===== src/core/seq_defs.svh =====
// offsets, field positions, reset values and timing counts of the buck power sequencer
`ifndef SEQ_DEFS_SVH
`define SEQ_DEFS_SVH
`define CLK_PERIOD_NS   10
`define MS_TIME_NS      1000000
`define MS_CYCLES       ((`MS_TIME_NS + `CLK_PERIOD_NS - 1) / `CLK_PERIOD_NS)
`define BOOT_TIME_NS    1400000
`define BOOT_CYCLES     ((`BOOT_TIME_NS + `CLK_PERIOD_NS - 1) / `CLK_PERIOD_NS)
`define CROWBAR_TIME_NS 32000
`define CROWBAR_CYCLES  ((`CROWBAR_TIME_NS + `CLK_PERIOD_NS - 1) / `CLK_PERIOD_NS)
`define DEBOUNCE_MS     4'ha
`define RETRY_MS        6'h02
`define FLOOR_CODE      10'h0d0
// global registers, addr[7:6] = 2'b00
`define A_CTRL          4'h0
`define A_CFG           4'h1
`define A_FLAGS         4'h2
`define A_MASK          4'h3
`define A_WINDOW        4'h4
`define A_STATE         4'h5
// per output registers, addr[7:6] = 2'b01, addr[5:4] = output
`define F_RAMP_A        4'h0
`define F_RAMP_B        4'h1
`define F_TGT_HI        4'h2
`define F_TGT_LO        4'h3
`define F_START_DLY     4'h4
`define F_STOP_DLY      4'h5
// cfg bits
`define CFG_PINFN_MSB   2
`define CFG_ALIVE_POL   3
`define CFG_ALERT_HI    4
`define CFG_ALERT_OD    5
`define CFG_DISCHARGE   6
`define PINFN_EN_PINS   3'h1
// flag bit groups
`define FL_OC           0
`define FL_OV           4
`define FL_UV           8
`define FL_OT           12
`define FL_WDOG         13
`define CFG_RST         7'h60
`define MASK_RST        14'h3fff
`define WINDOW_RST      10'h0d0
`define RAMP_RST        6'h00
`define DLY_RST         6'h00
`endif


===== src/core/seq_pkg.sv =====
// types shared by the buck power sequencer
package seq_pkg;
  typedef enum logic [3:0] {
    SEQ_SHUT = 4'h1, SEQ_BOOT = 4'h2, SEQ_RUN = 4'h4, SEQ_DOWN = 4'h8
  } seq_st_e;
  typedef enum logic [7:0] {
    CH_OFF = 8'h01, CH_WAIT_ON = 8'h02, CH_RAMP_UP = 8'h04, CH_ON = 8'h08,
    CH_WAIT_OFF = 8'h10, CH_RAMP_DN = 8'h20, CH_FAULT = 8'h40, CH_CROWBAR = 8'h80
  } ch_st_e;
  typedef struct packed {
    logic       conv_on;
    logic       hiz;
    logic       low_side_on;
    logic       discharge_on;
    logic [2:0] slew_sel;
    logic [9:0] dac_code;
  } chan_out_s;
  typedef struct packed {
    logic [2:0] shutdown_slew_sel;
    logic [2:0] powerup_slew_sel;
  } ramp_config_a_s;
  typedef struct packed {
    logic [2:0] scale_fall_slew_sel;
    logic [2:0] scale_rise_slew_sel;
  } ramp_config_b_s;
  typedef struct packed {
    ramp_config_a_s ramp_config_a;
    ramp_config_b_s ramp_config_b;
    logic [5:0]     startup_delay;
    logic [5:0]     shutdown_delay;
  } chan_cfg_s;
endpackage : seq_pkg


===== src/core/buck_power_sequencer.sv =====
// sequencing, target commit, watchdog restore, alert and fault handling for four buck outputs
// Functional notes
// - power-up slew selection applies only during the power-up ramp
// - shutdown slew selection applies while an output ramps down in shutdown
// - separate rise and fall slews apply to voltage-scaling moves of an active output
// - 10-bit target split high/low; it takes effect only on the low write
// - chip enable rising starts bias, loads stored config, then manual or auto start
// - manual start: host sets enable bit, output soft-starts at power-up slew
// - auto start waits each output's 0..63 ms delay after boot; manual ignores it
// - configuration load lasts the 1.4 ms boot interval before delays count
// - manual power-down by bit or enable pin ramps only that output, no delay
// - chip enable low ramps all outputs down with shutdown delay and slew
// - the down ramp is controlled only to about 250 mV
// - no weak discharge when the disable came from chip enable falling
// - enable bit 1 to 0 with chip enable high uses the weak discharge bit
// - host-alive lost over 10 ms restores stored slot-zero targets
// - restore acts on all four outputs; host-alive polarity is programmable
// - boot loads all targets from stored configuration
// - maskable alert output, polarity and open drain selectable
// - over-temperature shuts all converters down, re-enables when it clears
// - overcurrent disables the converter in high impedance and retries periodically
// - overvoltage crowbars 32 to 64 us (here a fixed 32 us, CROWBAR_CYCLES), shuts down and retries
// - undervoltage shuts down and restarts until the fault clears
// - over/undervoltage judged in a window around the target code
`timescale 1ns/1ps
`include "seq_defs.svh"
module buck_power_sequencer #(
  parameter int unsigned MS_CYCLES   = `MS_CYCLES,
  parameter int unsigned BOOT_CYCLES = `BOOT_CYCLES
) (
  input  wire logic                clk,
  input  wire logic                rst_n,
  input  wire logic                chip_en,
  input  wire logic                host_alive_input,
  input  wire logic [3:0]          en_pin,
  input  wire logic                over_temp,
  input  wire logic [3:0]          oc_flag,
  input  wire logic [3:0][9:0]     vout_code,
  input  wire logic [3:0]          ramp_done,
  input  wire logic                otp_auto_start,
  input  wire logic [3:0]          otp_enable,
  input  wire logic [3:0][9:0]     otp_target,
  input  wire logic [7:0]          addr,
  input  wire logic [15:0]         wr_data,
  input  wire logic                wr_stb,
  input  wire logic                rd_stb,
  output logic [15:0]              rd_data,
  output seq_pkg::chan_out_s       chan_out [4],
  output logic                     bias_on,
  output logic                     alert_o,
  output logic                     alert_oe
);
  logic                   rst_meta_reg;
  logic                   rst_sync_reg;
  seq_pkg::seq_st_e       seq_reg;
  logic [17:0]            boot_cnt_reg;
  logic [16:0]            ms_cnt_reg;
  logic                   ms_tick_reg;
  logic [3:0]             en_bits_reg;
  logic                   auto_reg;
  logic [6:0]             cfg_reg;
  logic [13:0]            mask_reg;
  logic [13:0]            flags_reg;
  logic [13:0]            flags_next;
  logic [9:0]             window_reg;
  seq_pkg::chan_cfg_s     ccfg_reg [4];
  logic [7:0]             hi_reg [4];
  logic [9:0]             tgt_reg [4];
  logic [3:0]             wd_cnt_reg;
  logic                   wd_fire_reg;
  seq_pkg::ch_st_e        st_reg [4];
  logic [3:0]             want;
  logic [3:0]             oc_e;
  logic [3:0]             ov_e;
  logic [3:0]             uv_e;
  logic [3:0]             is_off;
  logic                   all_off;
  logic                   lost;
  logic                   alert_act;
  logic                   alert_lvl;
  logic [15:0]            rd_mux;
  logic                   wr_glob;

  function automatic logic ch_hit(input logic [7:0] a, input logic [1:0] c, input logic [3:0] f);
    ch_hit = (a[7:6] == 2'b01) && (a[5:4] == c) && (a[3:0] == f);
  endfunction : ch_hit

  always_ff @(posedge clk or negedge rst_n) begin
    if (!rst_n) begin
      rst_meta_reg <= 1'b0;
      rst_sync_reg <= 1'b0;
    end else begin
      rst_meta_reg <= 1'b1;
      rst_sync_reg <= rst_meta_reg;
    end
  end

  // free-running millisecond timebase
  always_ff @(posedge clk or negedge rst_sync_reg) begin
    if (!rst_sync_reg) begin
      ms_cnt_reg  <= '0;
      ms_tick_reg <= 1'b0;
    end else begin
      ms_tick_reg <= (ms_cnt_reg == 17'(MS_CYCLES - 1));
      ms_cnt_reg  <= (ms_cnt_reg == 17'(MS_CYCLES - 1)) ? '0 : ms_cnt_reg + 17'h1;
    end
  end

  assign all_off = &is_off;

  always_ff @(posedge clk or negedge rst_sync_reg) begin
    if (!rst_sync_reg) begin
      seq_reg      <= seq_pkg::SEQ_SHUT;
      boot_cnt_reg <= '0;
      bias_on      <= 1'b0;
    end else begin
      unique case (seq_reg)
        seq_pkg::SEQ_SHUT: if (chip_en) begin
          seq_reg      <= seq_pkg::SEQ_BOOT;
          boot_cnt_reg <= '0;
          bias_on      <= 1'b1;
        end
        seq_pkg::SEQ_BOOT: begin
          boot_cnt_reg <= boot_cnt_reg + 18'h1;
          if (!chip_en) seq_reg <= seq_pkg::SEQ_DOWN;
          else if (boot_cnt_reg == 18'(BOOT_CYCLES - 1)) seq_reg <= seq_pkg::SEQ_RUN;
        end
        seq_pkg::SEQ_RUN: if (!chip_en) seq_reg <= seq_pkg::SEQ_DOWN;
        seq_pkg::SEQ_DOWN: if (all_off) begin
          seq_reg <= seq_pkg::SEQ_SHUT;
          bias_on <= 1'b0;
        end
      endcase
    end
  end

  assign wr_glob = wr_stb && (addr[7:6] == 2'b00);

  always_ff @(posedge clk or negedge rst_sync_reg) begin
    if (!rst_sync_reg) begin
      en_bits_reg <= '0;
      auto_reg    <= 1'b0;
      cfg_reg     <= `CFG_RST;
      mask_reg    <= `MASK_RST;
      window_reg  <= `WINDOW_RST;
    end else begin
      if (seq_reg == seq_pkg::SEQ_BOOT) begin
        en_bits_reg <= otp_enable;
        auto_reg    <= otp_auto_start;
      end else if (wr_glob && addr[3:0] == `A_CTRL) en_bits_reg <= wr_data[3:0];
      if (wr_glob && addr[3:0] == `A_CFG) cfg_reg <= wr_data[6:0];
      if (wr_glob && addr[3:0] == `A_MASK) mask_reg <= wr_data[13:0];
      if (wr_glob && addr[3:0] == `A_WINDOW) window_reg <= wr_data[9:0];
    end
  end

  // host-alive lost for more than the debounce time restores slot-zero targets
  assign lost = (host_alive_input == cfg_reg[`CFG_ALIVE_POL]);
  always_ff @(posedge clk or negedge rst_sync_reg) begin
    if (!rst_sync_reg) begin
      wd_cnt_reg  <= '0;
      wd_fire_reg <= 1'b0;
    end else begin
      wd_fire_reg <= 1'b0;
      if (!lost || seq_reg != seq_pkg::SEQ_RUN) wd_cnt_reg <= '0;
      else if (ms_tick_reg && wd_cnt_reg <= `DEBOUNCE_MS) begin
        wd_cnt_reg <= wd_cnt_reg + 4'h1;
        if (wd_cnt_reg == `DEBOUNCE_MS) wd_fire_reg <= 1'b1;
      end
    end
  end

  always_ff @(posedge clk or negedge rst_sync_reg) begin
    if (!rst_sync_reg) begin
      for (int i = 0; i < 4; i++) begin
        hi_reg[i]   <= '0;
        tgt_reg[i]  <= '0;
        ccfg_reg[i] <= {`RAMP_RST, `RAMP_RST, `DLY_RST, `DLY_RST};
      end
    end else begin
      for (int i = 0; i < 4; i++) begin
        if (seq_reg == seq_pkg::SEQ_BOOT || wd_fire_reg) begin
          tgt_reg[i] <= otp_target[i];
          hi_reg[i]  <= otp_target[i][9:2];
        end else begin
          if (wr_stb && ch_hit(addr, 2'(i), `F_TGT_HI)) hi_reg[i] <= wr_data[7:0];
          if (wr_stb && ch_hit(addr, 2'(i), `F_TGT_LO)) tgt_reg[i] <= {hi_reg[i], wr_data[1:0]};
        end
        if (wr_stb && ch_hit(addr, 2'(i), `F_RAMP_A)) ccfg_reg[i].ramp_config_a <= wr_data[5:0];
        if (wr_stb && ch_hit(addr, 2'(i), `F_RAMP_B)) ccfg_reg[i].ramp_config_b <= wr_data[5:0];
        if (wr_stb && ch_hit(addr, 2'(i), `F_START_DLY)) ccfg_reg[i].startup_delay <= wr_data[5:0];
        if (wr_stb && ch_hit(addr, 2'(i), `F_STOP_DLY)) ccfg_reg[i].shutdown_delay <= wr_data[5:0];
      end
    end
  end

  // sticky flags: a set in the clearing cycle survives the write-one clear
  always_comb begin
    flags_next = flags_reg;
    if (wr_glob && addr[3:0] == `A_FLAGS) flags_next = flags_next & ~wr_data[13:0];
    flags_next = flags_next | {wd_fire_reg, over_temp, uv_e, ov_e, oc_e};
    if (seq_reg == seq_pkg::SEQ_DOWN && all_off) flags_next = '0;
  end

  always_ff @(posedge clk or negedge rst_sync_reg) begin
    if (!rst_sync_reg) flags_reg <= '0;
    else flags_reg <= flags_next;
  end

  assign alert_act = |(flags_reg & mask_reg);
  assign alert_lvl = alert_act ^ ~cfg_reg[`CFG_ALERT_HI];
  always_ff @(posedge clk or negedge rst_sync_reg) begin
    if (!rst_sync_reg) begin
      alert_o  <= 1'b0;
      alert_oe <= 1'b0;
    end else begin
      alert_o  <= cfg_reg[`CFG_ALERT_OD] ? 1'b0 : alert_lvl;
      alert_oe <= cfg_reg[`CFG_ALERT_OD] ? ~alert_lvl : 1'b1;
    end
  end

  always_comb begin
    rd_mux = '0;
    if (addr[7:6] == 2'b00) begin
      case (addr[3:0])
        `A_CTRL:   rd_mux = {12'h000, en_bits_reg};
        `A_CFG:    rd_mux = {9'h000, cfg_reg};
        `A_FLAGS:  rd_mux = {2'h0, flags_reg};
        `A_MASK:   rd_mux = {2'h0, mask_reg};
        `A_WINDOW: rd_mux = {6'h00, window_reg};
        `A_STATE:  rd_mux = {8'h00, chan_out[3].conv_on, chan_out[2].conv_on,
                             chan_out[1].conv_on, chan_out[0].conv_on, seq_reg};
        default:   rd_mux = '0;
      endcase
    end else if (addr[7:6] == 2'b01) begin
      case (addr[3:0])
        `F_RAMP_A:    rd_mux = {10'h000, ccfg_reg[addr[5:4]].ramp_config_a};
        `F_RAMP_B:    rd_mux = {10'h000, ccfg_reg[addr[5:4]].ramp_config_b};
        `F_TGT_HI:    rd_mux = {8'h00, tgt_reg[addr[5:4]][9:2]};
        `F_TGT_LO:    rd_mux = {14'h0000, tgt_reg[addr[5:4]][1:0]};
        `F_START_DLY: rd_mux = {10'h000, ccfg_reg[addr[5:4]].startup_delay};
        `F_STOP_DLY:  rd_mux = {10'h000, ccfg_reg[addr[5:4]].shutdown_delay};
        default:      rd_mux = '0;
      endcase
    end
  end

  always_ff @(posedge clk or negedge rst_sync_reg) begin
    if (!rst_sync_reg) rd_data <= '0;
    else rd_data <= rd_stb ? rd_mux : '0;
  end

  for (genvar i = 0; i < 4; i++) begin : g_ch
    seq_pkg::ch_st_e    st_next;
    seq_pkg::chan_out_s out_next;
    logic [5:0]         cnt_reg;
    logic [5:0]         cnt_next;
    logic [11:0]        cb_reg;
    logic [11:0]        cb_next;
    logic               man_reg;
    logic               man_next;
    logic               hiz_reg;
    logic               hiz_next;
    logic               fresh_reg;
    logic               oc_ev;
    logic               ov_ev;
    logic               uv_ev;
    logic               ov_hit;
    logic               uv_hit;
    logic               down;
    logic [18:0]        flt_cyc_reg;

    assign want[i] = (seq_reg == seq_pkg::SEQ_RUN) && !over_temp && en_bits_reg[i] &&
                     (cfg_reg[`CFG_PINFN_MSB:0] != `PINFN_EN_PINS || en_pin[i]);
    assign down    = (seq_reg == seq_pkg::SEQ_DOWN);
    assign ov_hit  = ramp_done[i] && ({1'b0, vout_code[i]} > {1'b0, tgt_reg[i]} + {1'b0, window_reg});
    assign uv_hit  = ramp_done[i] && ({1'b0, vout_code[i]} + {1'b0, window_reg} < {1'b0, tgt_reg[i]});
    assign is_off[i] = (st_reg[i] == seq_pkg::CH_OFF);
    assign oc_e[i] = oc_ev;
    assign ov_e[i] = ov_ev;
    assign uv_e[i] = uv_ev;

    always_comb begin
      st_next  = st_reg[i];
      cnt_next = cnt_reg;
      cb_next  = '0;
      man_next = man_reg;
      hiz_next = hiz_reg;
      oc_ev    = 1'b0;
      ov_ev    = 1'b0;
      uv_ev    = 1'b0;
      unique case (st_reg[i])
        seq_pkg::CH_OFF: if (want[i]) begin
          man_next = 1'b0;
          if (auto_reg && fresh_reg) begin
            st_next  = seq_pkg::CH_WAIT_ON;
            cnt_next = ccfg_reg[i].startup_delay;
          end else st_next = seq_pkg::CH_RAMP_UP;
        end
        seq_pkg::CH_WAIT_ON: begin
          if (!want[i]) st_next = seq_pkg::CH_OFF;
          else if (cnt_reg == 6'h00) st_next = seq_pkg::CH_RAMP_UP;
          else if (ms_tick_reg) cnt_next = cnt_reg - 6'h01;
        end
        seq_pkg::CH_RAMP_UP, seq_pkg::CH_ON: begin
          if (oc_flag[i]) begin
            st_next  = seq_pkg::CH_FAULT;
            hiz_next = 1'b1;
            cnt_next = `RETRY_MS;
            oc_ev    = 1'b1;
          end else if (down) begin
            st_next  = seq_pkg::CH_WAIT_OFF;
            cnt_next = ccfg_reg[i].shutdown_delay;
          end else if (over_temp) st_next = seq_pkg::CH_OFF;
          else if (!want[i]) begin
            st_next  = seq_pkg::CH_RAMP_DN;
            man_next = 1'b1;
          end else if (st_reg[i] == seq_pkg::CH_RAMP_UP) begin
            if (ramp_done[i]) st_next = seq_pkg::CH_ON;
          end else if (ov_hit) begin
            st_next = seq_pkg::CH_CROWBAR;
            ov_ev   = 1'b1;
          end else if (uv_hit) begin
            st_next  = seq_pkg::CH_FAULT;
            cnt_next = `RETRY_MS;
            uv_ev    = 1'b1;
          end
        end
        seq_pkg::CH_WAIT_OFF: begin
          man_next = 1'b0;
          if (cnt_reg == 6'h00) st_next = seq_pkg::CH_RAMP_DN;
          else if (ms_tick_reg) cnt_next = cnt_reg - 6'h01;
        end
        seq_pkg::CH_RAMP_DN: if (ramp_done[i]) st_next = seq_pkg::CH_OFF;
        seq_pkg::CH_FAULT: begin
          if (seq_reg != seq_pkg::SEQ_RUN) begin
            st_next  = seq_pkg::CH_OFF;
            hiz_next = 1'b0;
          end else if (cnt_reg == 6'h00) begin
            hiz_next = 1'b0;
            st_next  = want[i] ? seq_pkg::CH_RAMP_UP : seq_pkg::CH_OFF;
          end else if (ms_tick_reg) cnt_next = cnt_reg - 6'h01;
        end
        seq_pkg::CH_CROWBAR: begin
          if (cb_reg == 12'(`CROWBAR_CYCLES - 1)) begin
            st_next  = seq_pkg::CH_FAULT;
            cnt_next = `RETRY_MS;
          end else cb_next = cb_reg + 12'h001;
        end
      endcase
    end

    // outputs follow the next state so the analog side sees them with the state change
    always_comb begin
      out_next              = chan_out[i];
      out_next.conv_on      = st_next inside {seq_pkg::CH_RAMP_UP, seq_pkg::CH_ON,
                                              seq_pkg::CH_WAIT_OFF, seq_pkg::CH_RAMP_DN};
      out_next.hiz          = (st_next == seq_pkg::CH_FAULT) && hiz_next;
      out_next.low_side_on  = (st_next == seq_pkg::CH_CROWBAR);
      out_next.discharge_on = (st_next == seq_pkg::CH_OFF) && man_next && !down &&
                              cfg_reg[`CFG_DISCHARGE];
      unique case (st_next)
        seq_pkg::CH_RAMP_UP: begin
          out_next.slew_sel = ccfg_reg[i].ramp_config_a.powerup_slew_sel;
          out_next.dac_code = tgt_reg[i];
        end
        seq_pkg::CH_ON, seq_pkg::CH_WAIT_OFF: begin
          if (tgt_reg[i] > chan_out[i].dac_code)
            out_next.slew_sel = ccfg_reg[i].ramp_config_b.scale_rise_slew_sel;
          else if (tgt_reg[i] < chan_out[i].dac_code)
            out_next.slew_sel = ccfg_reg[i].ramp_config_b.scale_fall_slew_sel;
          out_next.dac_code = tgt_reg[i];
        end
        seq_pkg::CH_RAMP_DN: begin
          out_next.slew_sel = ccfg_reg[i].ramp_config_a.shutdown_slew_sel;
          out_next.dac_code = `FLOOR_CODE;
        end
        default: out_next.dac_code = '0;
      endcase
    end

    always_ff @(posedge clk or negedge rst_sync_reg) begin
      if (!rst_sync_reg) begin
        st_reg[i]   <= seq_pkg::CH_OFF;
        chan_out[i] <= '0;
        cnt_reg     <= '0;
        cb_reg      <= '0;
        man_reg     <= 1'b0;
        hiz_reg     <= 1'b0;
        fresh_reg   <= 1'b0;
      end else begin
        st_reg[i]   <= st_next;
        chan_out[i] <= out_next;
        cnt_reg     <= cnt_next;
        cb_reg      <= cb_next;
        man_reg     <= man_next;
        hiz_reg     <= hiz_next;
        if (seq_reg == seq_pkg::SEQ_BOOT) fresh_reg <= 1'b1;
        else if (st_reg[i] != seq_pkg::CH_OFF) fresh_reg <= 1'b0;
      end
    end

    // helper for the retry bound: a delay range cannot reach across milliseconds of clock cycles
    always_ff @(posedge clk or negedge rst_sync_reg) begin
      if (!rst_sync_reg) flt_cyc_reg <= '0;
      else if (st_reg[i] == seq_pkg::CH_FAULT) flt_cyc_reg <= flt_cyc_reg + 19'h00001;
      else flt_cyc_reg <= '0;
    end

  end
endmodule : buck_power_sequencer


===== config.mk =====
export PLATFORM = sky130hd
export DESIGN_NAME = buck_power_sequencer
export DESIGN_NICKNAME = d
export VERILOG_FILES = /design/src/core/seq_pkg.sv /design/src/core/buck_power_sequencer.sv
export VERILOG_INCLUDE_DIRS = /design/src /design/src/core
export SDC_FILE = /design/constraint.sdc
export NUM_CORES = 1
export LEC_CHECK = 0
export ABC_CLOCK_PERIOD_IN_PS = 14300
export BUFFER_PORTS_ARGS = -buffer_cell sky130_fd_sc_hd__buf_2
export CAP_MARGIN = 20
export CORE_MARGIN = 2
export CORE_UTILIZATION = 56
export CTS_CLUSTER_SIZE = 8
export DETAILED_ROUTE_END_ITERATION = 12
export PLACE_DENSITY = 0.78
export SLEW_MARGIN = 5
export SYNTH_ARGS = -nofsm -noshare
export SYNTH_HDL_FRONTEND = slang
export SYNTH_SLANG_ARGS = --single-unit

===== constraint.sdc =====
create_clock -name clk -period 14.3 [get_ports clk]
set_input_delay 2.86 -clock clk [delete_from_list [all_inputs] [get_ports clk]]
set_output_delay 2.86 -clock clk [all_outputs]
set_load 0.01 [all_outputs]

==> results of run 1 <==
-- metrics by stage --
stage / instance area (um^2) / instances / hold WS (ns)
detailed placement: 30600 / 3834 / 0.336
global placement: 30600 / 3834 / 0.339
global route: 32600 / 3946 / 0.375
CTS: 32600 / 3937 / 0.350
finish: 32600 / 3946 / 0.353
floorplan: 29000 / 3046 / 0.331
-- kinds of logic after synthesis --
family                   Yosys count  share of synthesized area [%]
AND/OR/NAND/NOR                 1102                           18.5
AO/OA/AOI/OAI                    646                           14.6
flip-flops                       466                           40.3
buffers and inverters            267                           3.52
adder cells (fa/ha/maj)          220                           9.71
multiplexers                     196                           8.84
XOR/XNOR                         146                           4.41
other                              2                         0.0259
-- power by group through the flow --
stage	clock, W	sequential [W]	combinational (W)
6_report	0.00151	0.00178	0.00147
5_1_grt	0.00159	0.00178	0.00165
4_1_cts	0.00152	0.00175	0.00144
3_5_place_dp	0	0.00177	0.00143
3_3_place_gp	0	0.00177	0.00134
2_1_floorplan	0	0.00163	0.00107
-- layer usage --
layer | global-route usage [%] | vias up | share of wire, %
met5 | 0 | - | 0.013
met4 | 19.9 | 2 | 6.2
met3 | 10.1 | 402 | 11
met2 | 56.3 | 1515 | 45
met1 | 45.2 | 12600 | 38
li1 | - | 11400 | -
-- critical path, cell delays in order --
cell and delay, ns:
buf_2 0.13, ha_1 0.30, a21o_1 0.16, a21oi_1 0.23, o21bai_1 0.10, a21oi_1 0.24
nor2b_1 0.08, o21a_1 0.20, o21ai_0 0.17, nand2b_1 0.08, a21oi_1 0.18, xnor2_1 0.09
ha_1 0.19, a2111o_1 0.39, a211oi_1 0.20, o21ai_0 0.42, a21o_1 0.31, a221o_1 0.31
or4_1 0.43, o41a_1 0.60, a21oi_2 0.31, mux2_2 0.36
-- layout make-up --
class                      count  area (um^2)  share of cell area [%]
antenna                        5         12.5                  0.0384
clock buffer                  97         1890                    5.81
clock inverter                 6         60.1                   0.184
inverter                     142          533                    1.63
multi-input combinational   2313        16300                    50.0
sequential                   466        11700                    35.9
tap                          680          851                    2.61
timing repair buffer         237         1250                    3.82
-- cell usage in the layout, fill, tap and decap left out, drive strengths merged, types with 80 or more instances in the layout --
cell      n
dfrtp   442
nand2   334
nor2    294
buf     233
ha      212
inv     143
mux2    140
o21ai   135
nand3   126
a21oi   125
clkbuf  101
a31oi    92
xor2     80
-- worst paths after layout --
check | cells after the start | startpoint | slack [ns] | end
setup / recovery | 22 | vout_code[1] | 6.44 | chan_out[61]$_DFFE_PN0P_
hold / removal | 0 | rst_meta_reg$_DFF_PN0_ | 0.35 | rst_sync_reg$_DFF_PN0_
setup reg to reg | 20 | window_reg[2]$_DFFE_PN0P_ | 7.93 | chan_out[61]$_DFFE_PN0P_
hold reg to reg | 0 | rst_meta_reg$_DFF_PN0_ | 0.35 | rst_sync_reg$_DFF_PN0_
max in group asynchronous | 2 | rst_sync_reg$_DFF_PN0_ | 11.45 | g_ch[3].cnt_reg[5]$_DFFE_PN0P_
min in group asynchronous | 0 | rst_sync_reg$_DFF_PN0_ | 0.46 | boot_cnt_reg[11]$_DFFE_PN0P_
==> summary.txt, run 1 <==
Status
  – Status: complete, no violations

Pwr
  – Clock power frac: 31.7%
  – Tot Pwr: 0.00476 W
  – P_leak: 15.3 nW
  – Seq pwr share: 37.3%
  – Switch share: 36.9%
  – Comb pwr share: 30.9%
  – Net Sw Power: 0.00175 W
  – Internal power: 0.00301 W
  – PD cells: 146 mW/mm^2
  – VDD IR-drop max: 0.0856 mV

Yosys
  – Cell taking the most area after synthesis: dfrtp_1
  – Post-Synthesis Cells: 3,045
  – Syn Area/Cell: 9.52 um^2
  – Ys Warns: 0
  – Ranking of synthesized cells by area: dfrtp_1 38%, ha_1 9.2%, mux2_2 5.4%
  – Async SR Flop Fraction: 100%
  – Distinct cell type count after synthesis: 86
  – Post-synthesis register bit count: 466
  – Ys flop type: dfrtp_1
  – Post-Syn Area: 0.0290 mm^2
  – Cell with the most instances after synthesis: dfrtp_1
  – EDFF count, synth: 0
  – Most frequent cells after synthesis: 442 x dfrtp_1, 334 x nand2_1, 294 x nor2_1, 212 x ha_1, 141 x inv_1
  – Post-synth top area share: 38.2%
  – Register area share after synthesis: 40.3%

Placement
  – Port Buffer Count: 210
  – Gpl congestion: 1.01
  – Half-perimeter wire length after placement: 71,000 um
  – Dpl ws: 5.96 ns

Global routing
  – Wire length of the first global-routing pass: 148,000 um
  – Initial antenna violation count: 6
  – Largest net degree at the start of global routing: 109
  – Vias in the first global route: 25.8k
  – Overflow left after global routing: 0
  – Total global-route track usage: 36.0%

Detailed routing
  – Routed length per instance: 24.5 um
  – Routed Antenna Nets: 0
  – Drt drc: 0
  – Via density: 6.56
  – Total wire length: 96,500 um
  – Router iterations before antenna repair: 8
  – Routed via count: 25.9k
  – Drt initial violations: 3,173

Setup path
  – Startpoint types: input pin
  – Critical path class: in2reg
  – Critical path peak fanout: 12
  – Worst Path Arrival: 8.33 ns
  – Endpoint class of the critical path: flip-flop
  – Req. time, crit path: 14.77 ns

Clock tree
  – TritonCTS clock tree: yes
  – PostCTS Resize Cnt: 0
  – Setup bufs post-CTS: 0
  – Clk Latency, worst-skew pair: 0.61 ns
  – CTS clk-pin slew, worst paths: 0.06 ns
  – CTS Root Buffer Type: clkbuf_16
  – Hold Buf Count CTS: 0
  – Sink Count: 466
  – TritonCTS Buffers: 69
  – Maximum clock insertion buffer count: 3
  – H-tree levels: 3

STA
  – RSZ-0062 raised after global routing: false
  – Fmax: 127 MHz
  – Min Tclk post-route: 7.86 ns
  – Setup-failing EPs final: 0
  – Worst slew pin tran: 1.12 ns
  – Worst setup margin: 6.44 ns
  – Relative slew margins: 25.5%
  – Final Slew Violations: 0
  – Setup_tns: 0 ns
  – Clk_skew: 0.0320 ns
  – Final Hold Viols: 0
  – Final Cycle Share: 55.0%

Finish
  – Fin util: 63.7%
  – # fillers: 4,071
  – Area grow syn2layout: 12.5%
  – Max FFs per register: 96
  – Layout cells sized above 1: 17.0%
  – Final-stage net count: 3,577

Floorplan
  – Die Area: 0.0536 mm^2
  – Ports: 215
  – Initial Utilization: 56.6%
  – Row cnt: 83
  – Chip height: 231 um
  – Core Area: 0.0512 mm^2
  – Die width: 231 um

Min path
  – Worst hold-check path type: reg2reg

Flow run
  – Max cap viols: 0
(Power assumes the default switching activity.)
==> inputs of run 2 (changes only) <==
ABC_CLOCK_PERIOD_IN_PS = 6350   (was 14300)
clock period = 6.35 ns   (was 14.3 ns; I/O delays follow)
==> summary.txt, run 2 (synthesis gave the netlist of run 1 again) <==
Status
  – Status: complete, no violations (unchanged)

Min path
  – Worst hold-check path type: reg2async (was reg2reg)

STA
  – Final Slew Violations: 0 (unchanged)
  – Setup-failing EPs final: 0 (unchanged)
  – Relative slew margins: 22.4% (was 25.5%)
  – Clk_skew: 0.0379 ns (was 0.0320 ns)
  – Setup_tns: 0 ns (unchanged)
  – Final Cycle Share: 92.8%
  – Min Tclk post-route: 5.89 ns
  – Final Hold Viols: 0 (unchanged)
  – Worst slew pin tran: 1.16 ns (was 1.12 ns)
  – RSZ-0062 raised after global routing: false (unchanged)
  – Hold Slack: 0.272 ns (was 0.353 ns)
  – Fmax: 170 MHz
  – Worst setup margin: 0.460 ns (was 6.44 ns)

Detailed routing
  – Routed via count: 26.0k (was 25.9k)
  – Drt initial violations: 2,879 (was 3,173)
  – Routed Antenna Nets: 0 (unchanged)
  – Drt drc: 0 (unchanged)
  – Via density: 6.56 (about the same)
  – Router iterations before antenna repair: 6 (was 8)
  – Routed length per instance: 24.3 um (was 24.5 um)
  – Total wire length: 96,500 um (about the same)

Placement
  – Gpl congestion: 0.976 (was 1.01)
  – Port Buffer Count: 210 (unchanged)
  – Post-DP Area: 0.0308 mm^2 (was 0.0306 mm^2)
  – Dpl ws: -0.0297 ns (was 5.96 ns)
  – Half-perimeter wire length after placement: 71,300 um (was 71,000 um)

Floorplan
  – Core Area: 0.0512 mm^2 (unchanged)
  – Die Area: 0.0536 mm^2 (unchanged)
  – Initial Utilization: 56.6% (unchanged)
  – Ports: 215 (unchanged)
  – Chip height: 231 um (unchanged)
  – Die width: 231 um (unchanged)
  – Row cnt: 83 (unchanged)

Pwr
  – Switch share: 36.9% (about the same)
  – Comb pwr share: 31.3% (was 30.9%)
  – Internal power: 0.00680 W (was 0.00301 W)
  – VDD IR-drop max: 0.198 mV (was 0.0856 mV)
  – Seq pwr share: 36.8% (was 37.3%)
  – P_leak: 15.4 nW (was 15.3 nW)
  – Tot Pwr: 0.0108 W (was 0.00476 W)
  – Net Sw Power: 0.00398 W (was 0.00175 W)
  – PD cells: 329 mW/mm^2 (was 146 mW/mm^2)
  – Clock power frac: 31.9% (was 31.7%)

Setup path
  – Reg2Reg Launch Point: window_reg[0]$_DFFE_PN0P_ (was window_reg[2]$_DFFE_PN0P_)
  – Critical path class: reg2reg (was in2reg)
  – Worst Path Arrival: 6.37 ns (was 8.33 ns)
  – RR Endpoint: chan_out[28]$_DFFE_PN0P_ (was chan_out[61]$_DFFE_PN0P_)
  – R2R depth: 20 (unchanged)
  – Req. time, crit path: 6.83 ns (was 14.77 ns)
  – Worst R2R Setup Slack: 0.46 ns (was 7.93 ns)
  – Startpoint types: flip-flop (was input pin)
  – Endpoint class of the critical path: flip-flop (unchanged)
  – Critical path peak fanout: 8 (was 12)

Global routing
  – Largest net degree at the start of global routing: 189 (was 109)
  – Wire length of the first global-routing pass: 148,000 um (about the same)
  – Vias in the first global route: 25.4k (was 25.8k)
  – Initial antenna violation count: 7 (was 6)
  – Total global-route track usage: 35.9% (was 36.0%)
  – Overflow left after global routing: 0 (unchanged)

Finish
  – Most frequent cells in the layout: 441 x dfrtp_1, 334 x nand2_1, 292 x nor2_1 (unchanged)
  – Area grow syn2layout: 13.1% (was 12.5%)
  – Commonest non-fill, non-tap cell in the layout: dfrtp_1 (unchanged)
  – Post-route design area: 0.0328 mm^2 (was 0.0326 mm^2)
  – Layout cells sized above 1: 17.2% (was 17.0%)
  – Final-stage net count: 3,591 (was 3,577)
  – Max FFs per register: 96 (unchanged)
  – # fillers: 4,094 (was 4,071)

Clock tree
  – Maximum clock insertion buffer count: 3 (unchanged)
  – CTS clk-pin slew, worst paths: 0.05 ns (was 0.06 ns)
  – Sink Count: 466 (unchanged)
  – TritonCTS clock tree: yes (unchanged)
  – Hold Buf Count CTS: 0 (unchanged)
  – PostCTS Resize Cnt: 0 (unchanged)
  – CTS Root Buffer Type: clkbuf_16 (unchanged)
  – Setup bufs post-CTS: 0 (unchanged)
  – Clk Latency, worst-skew pair: 0.61 ns (about the same)
  – TritonCTS Buffers: 68 (was 69)
  – H-tree levels: 3 (unchanged)

Flow run
  – Max cap viols: 0 (unchanged)
[run 2: worst max-delay path by stage]
stage / start / to / slack, ns
CTS: vout_code[1] / chan_out[62]$_DFFE_PN0P_ / 0.58
global placement: vout_code[1] / chan_out[62]$_DFFE_PN0P_ / 0.1
floorplan: vout_code[1] / chan_out[61]$_DFFE_PN0P_ / 0.73
finish: window_reg[0]$_DFFE_PN0P_ / chan_out[28]$_DFFE_PN0P_ / 0.46
global route: window_reg[0]$_DFFE_PN0P_ / chan_out[28]$_DFFE_PN0P_ / 0.19
detailed placement: vout_code[1] / chan_out[62]$_DFFE_PN0P_ / -0.03
[run 2: stage by stage]
stage,std cells,utilization (%)
after floorplan,3046,-
after global routing,3965,64.0
final,3967,64.0
after detailed placement,3851,60.1
after CTS,3958,63.9
after global placement,3851,60.1
[run 2: power by group through the flow]
stage | Clock, W | Combinational (W) | Sequential, W
floorplan | 0 | 0.00241 | 0.00367
global placement | 0 | 0.00310 | 0.00395
detailed placement | 0 | 0.00327 | 0.00396
CTS | 0.00346 | 0.00331 | 0.00392
global route | 0.00358 | 0.00376 | 0.00396
finish | 0.00344 | 0.00337 | 0.00396
[run 2: cell type report]
class	instances	area (um^2)	area share, %
antenna	7	17.5	0.0535
clock buffer	103	1920	5.85
clock inverter	4	56.3	0.172
inverter	142	533	1.63
multi-input combinational	2313	16300	49.8
sequential	466	11700	35.7
tap	680	851	2.60
timing repair buffer	252	1390	4.24
[run 2: metal layers]
metal	wire, um	vias to the layer above	track usage (%)
met5	0	-	0
met4	5430	0	19.6
met3	10400	314	8.06
met2	42700	1515	54.9
met1	37900	12800	47.5
li1	-	11400	-
[run 2: worst max-delay path: stages, from the launching register on]
cell and delay [ns]:
dfrtp_1 0.66, buf_4 0.30, ha_1 0.21, fa_1 0.42
a211oi_1 0.40, o21bai_1 0.13, a21oi_1 0.25, o21bai_1 0.09
a21oi_1 0.18, xnor2_1 0.16, ha_1 0.28, nand4_1 0.12
o22ai_1 0.09, a2111oi_0 0.53, nand3_1 0.37, o31ai_1 0.44
nor4_2 0.13, a31oi_1 0.36, nor2_1 0.09, a221o_1 0.27
mux2_2 0.26
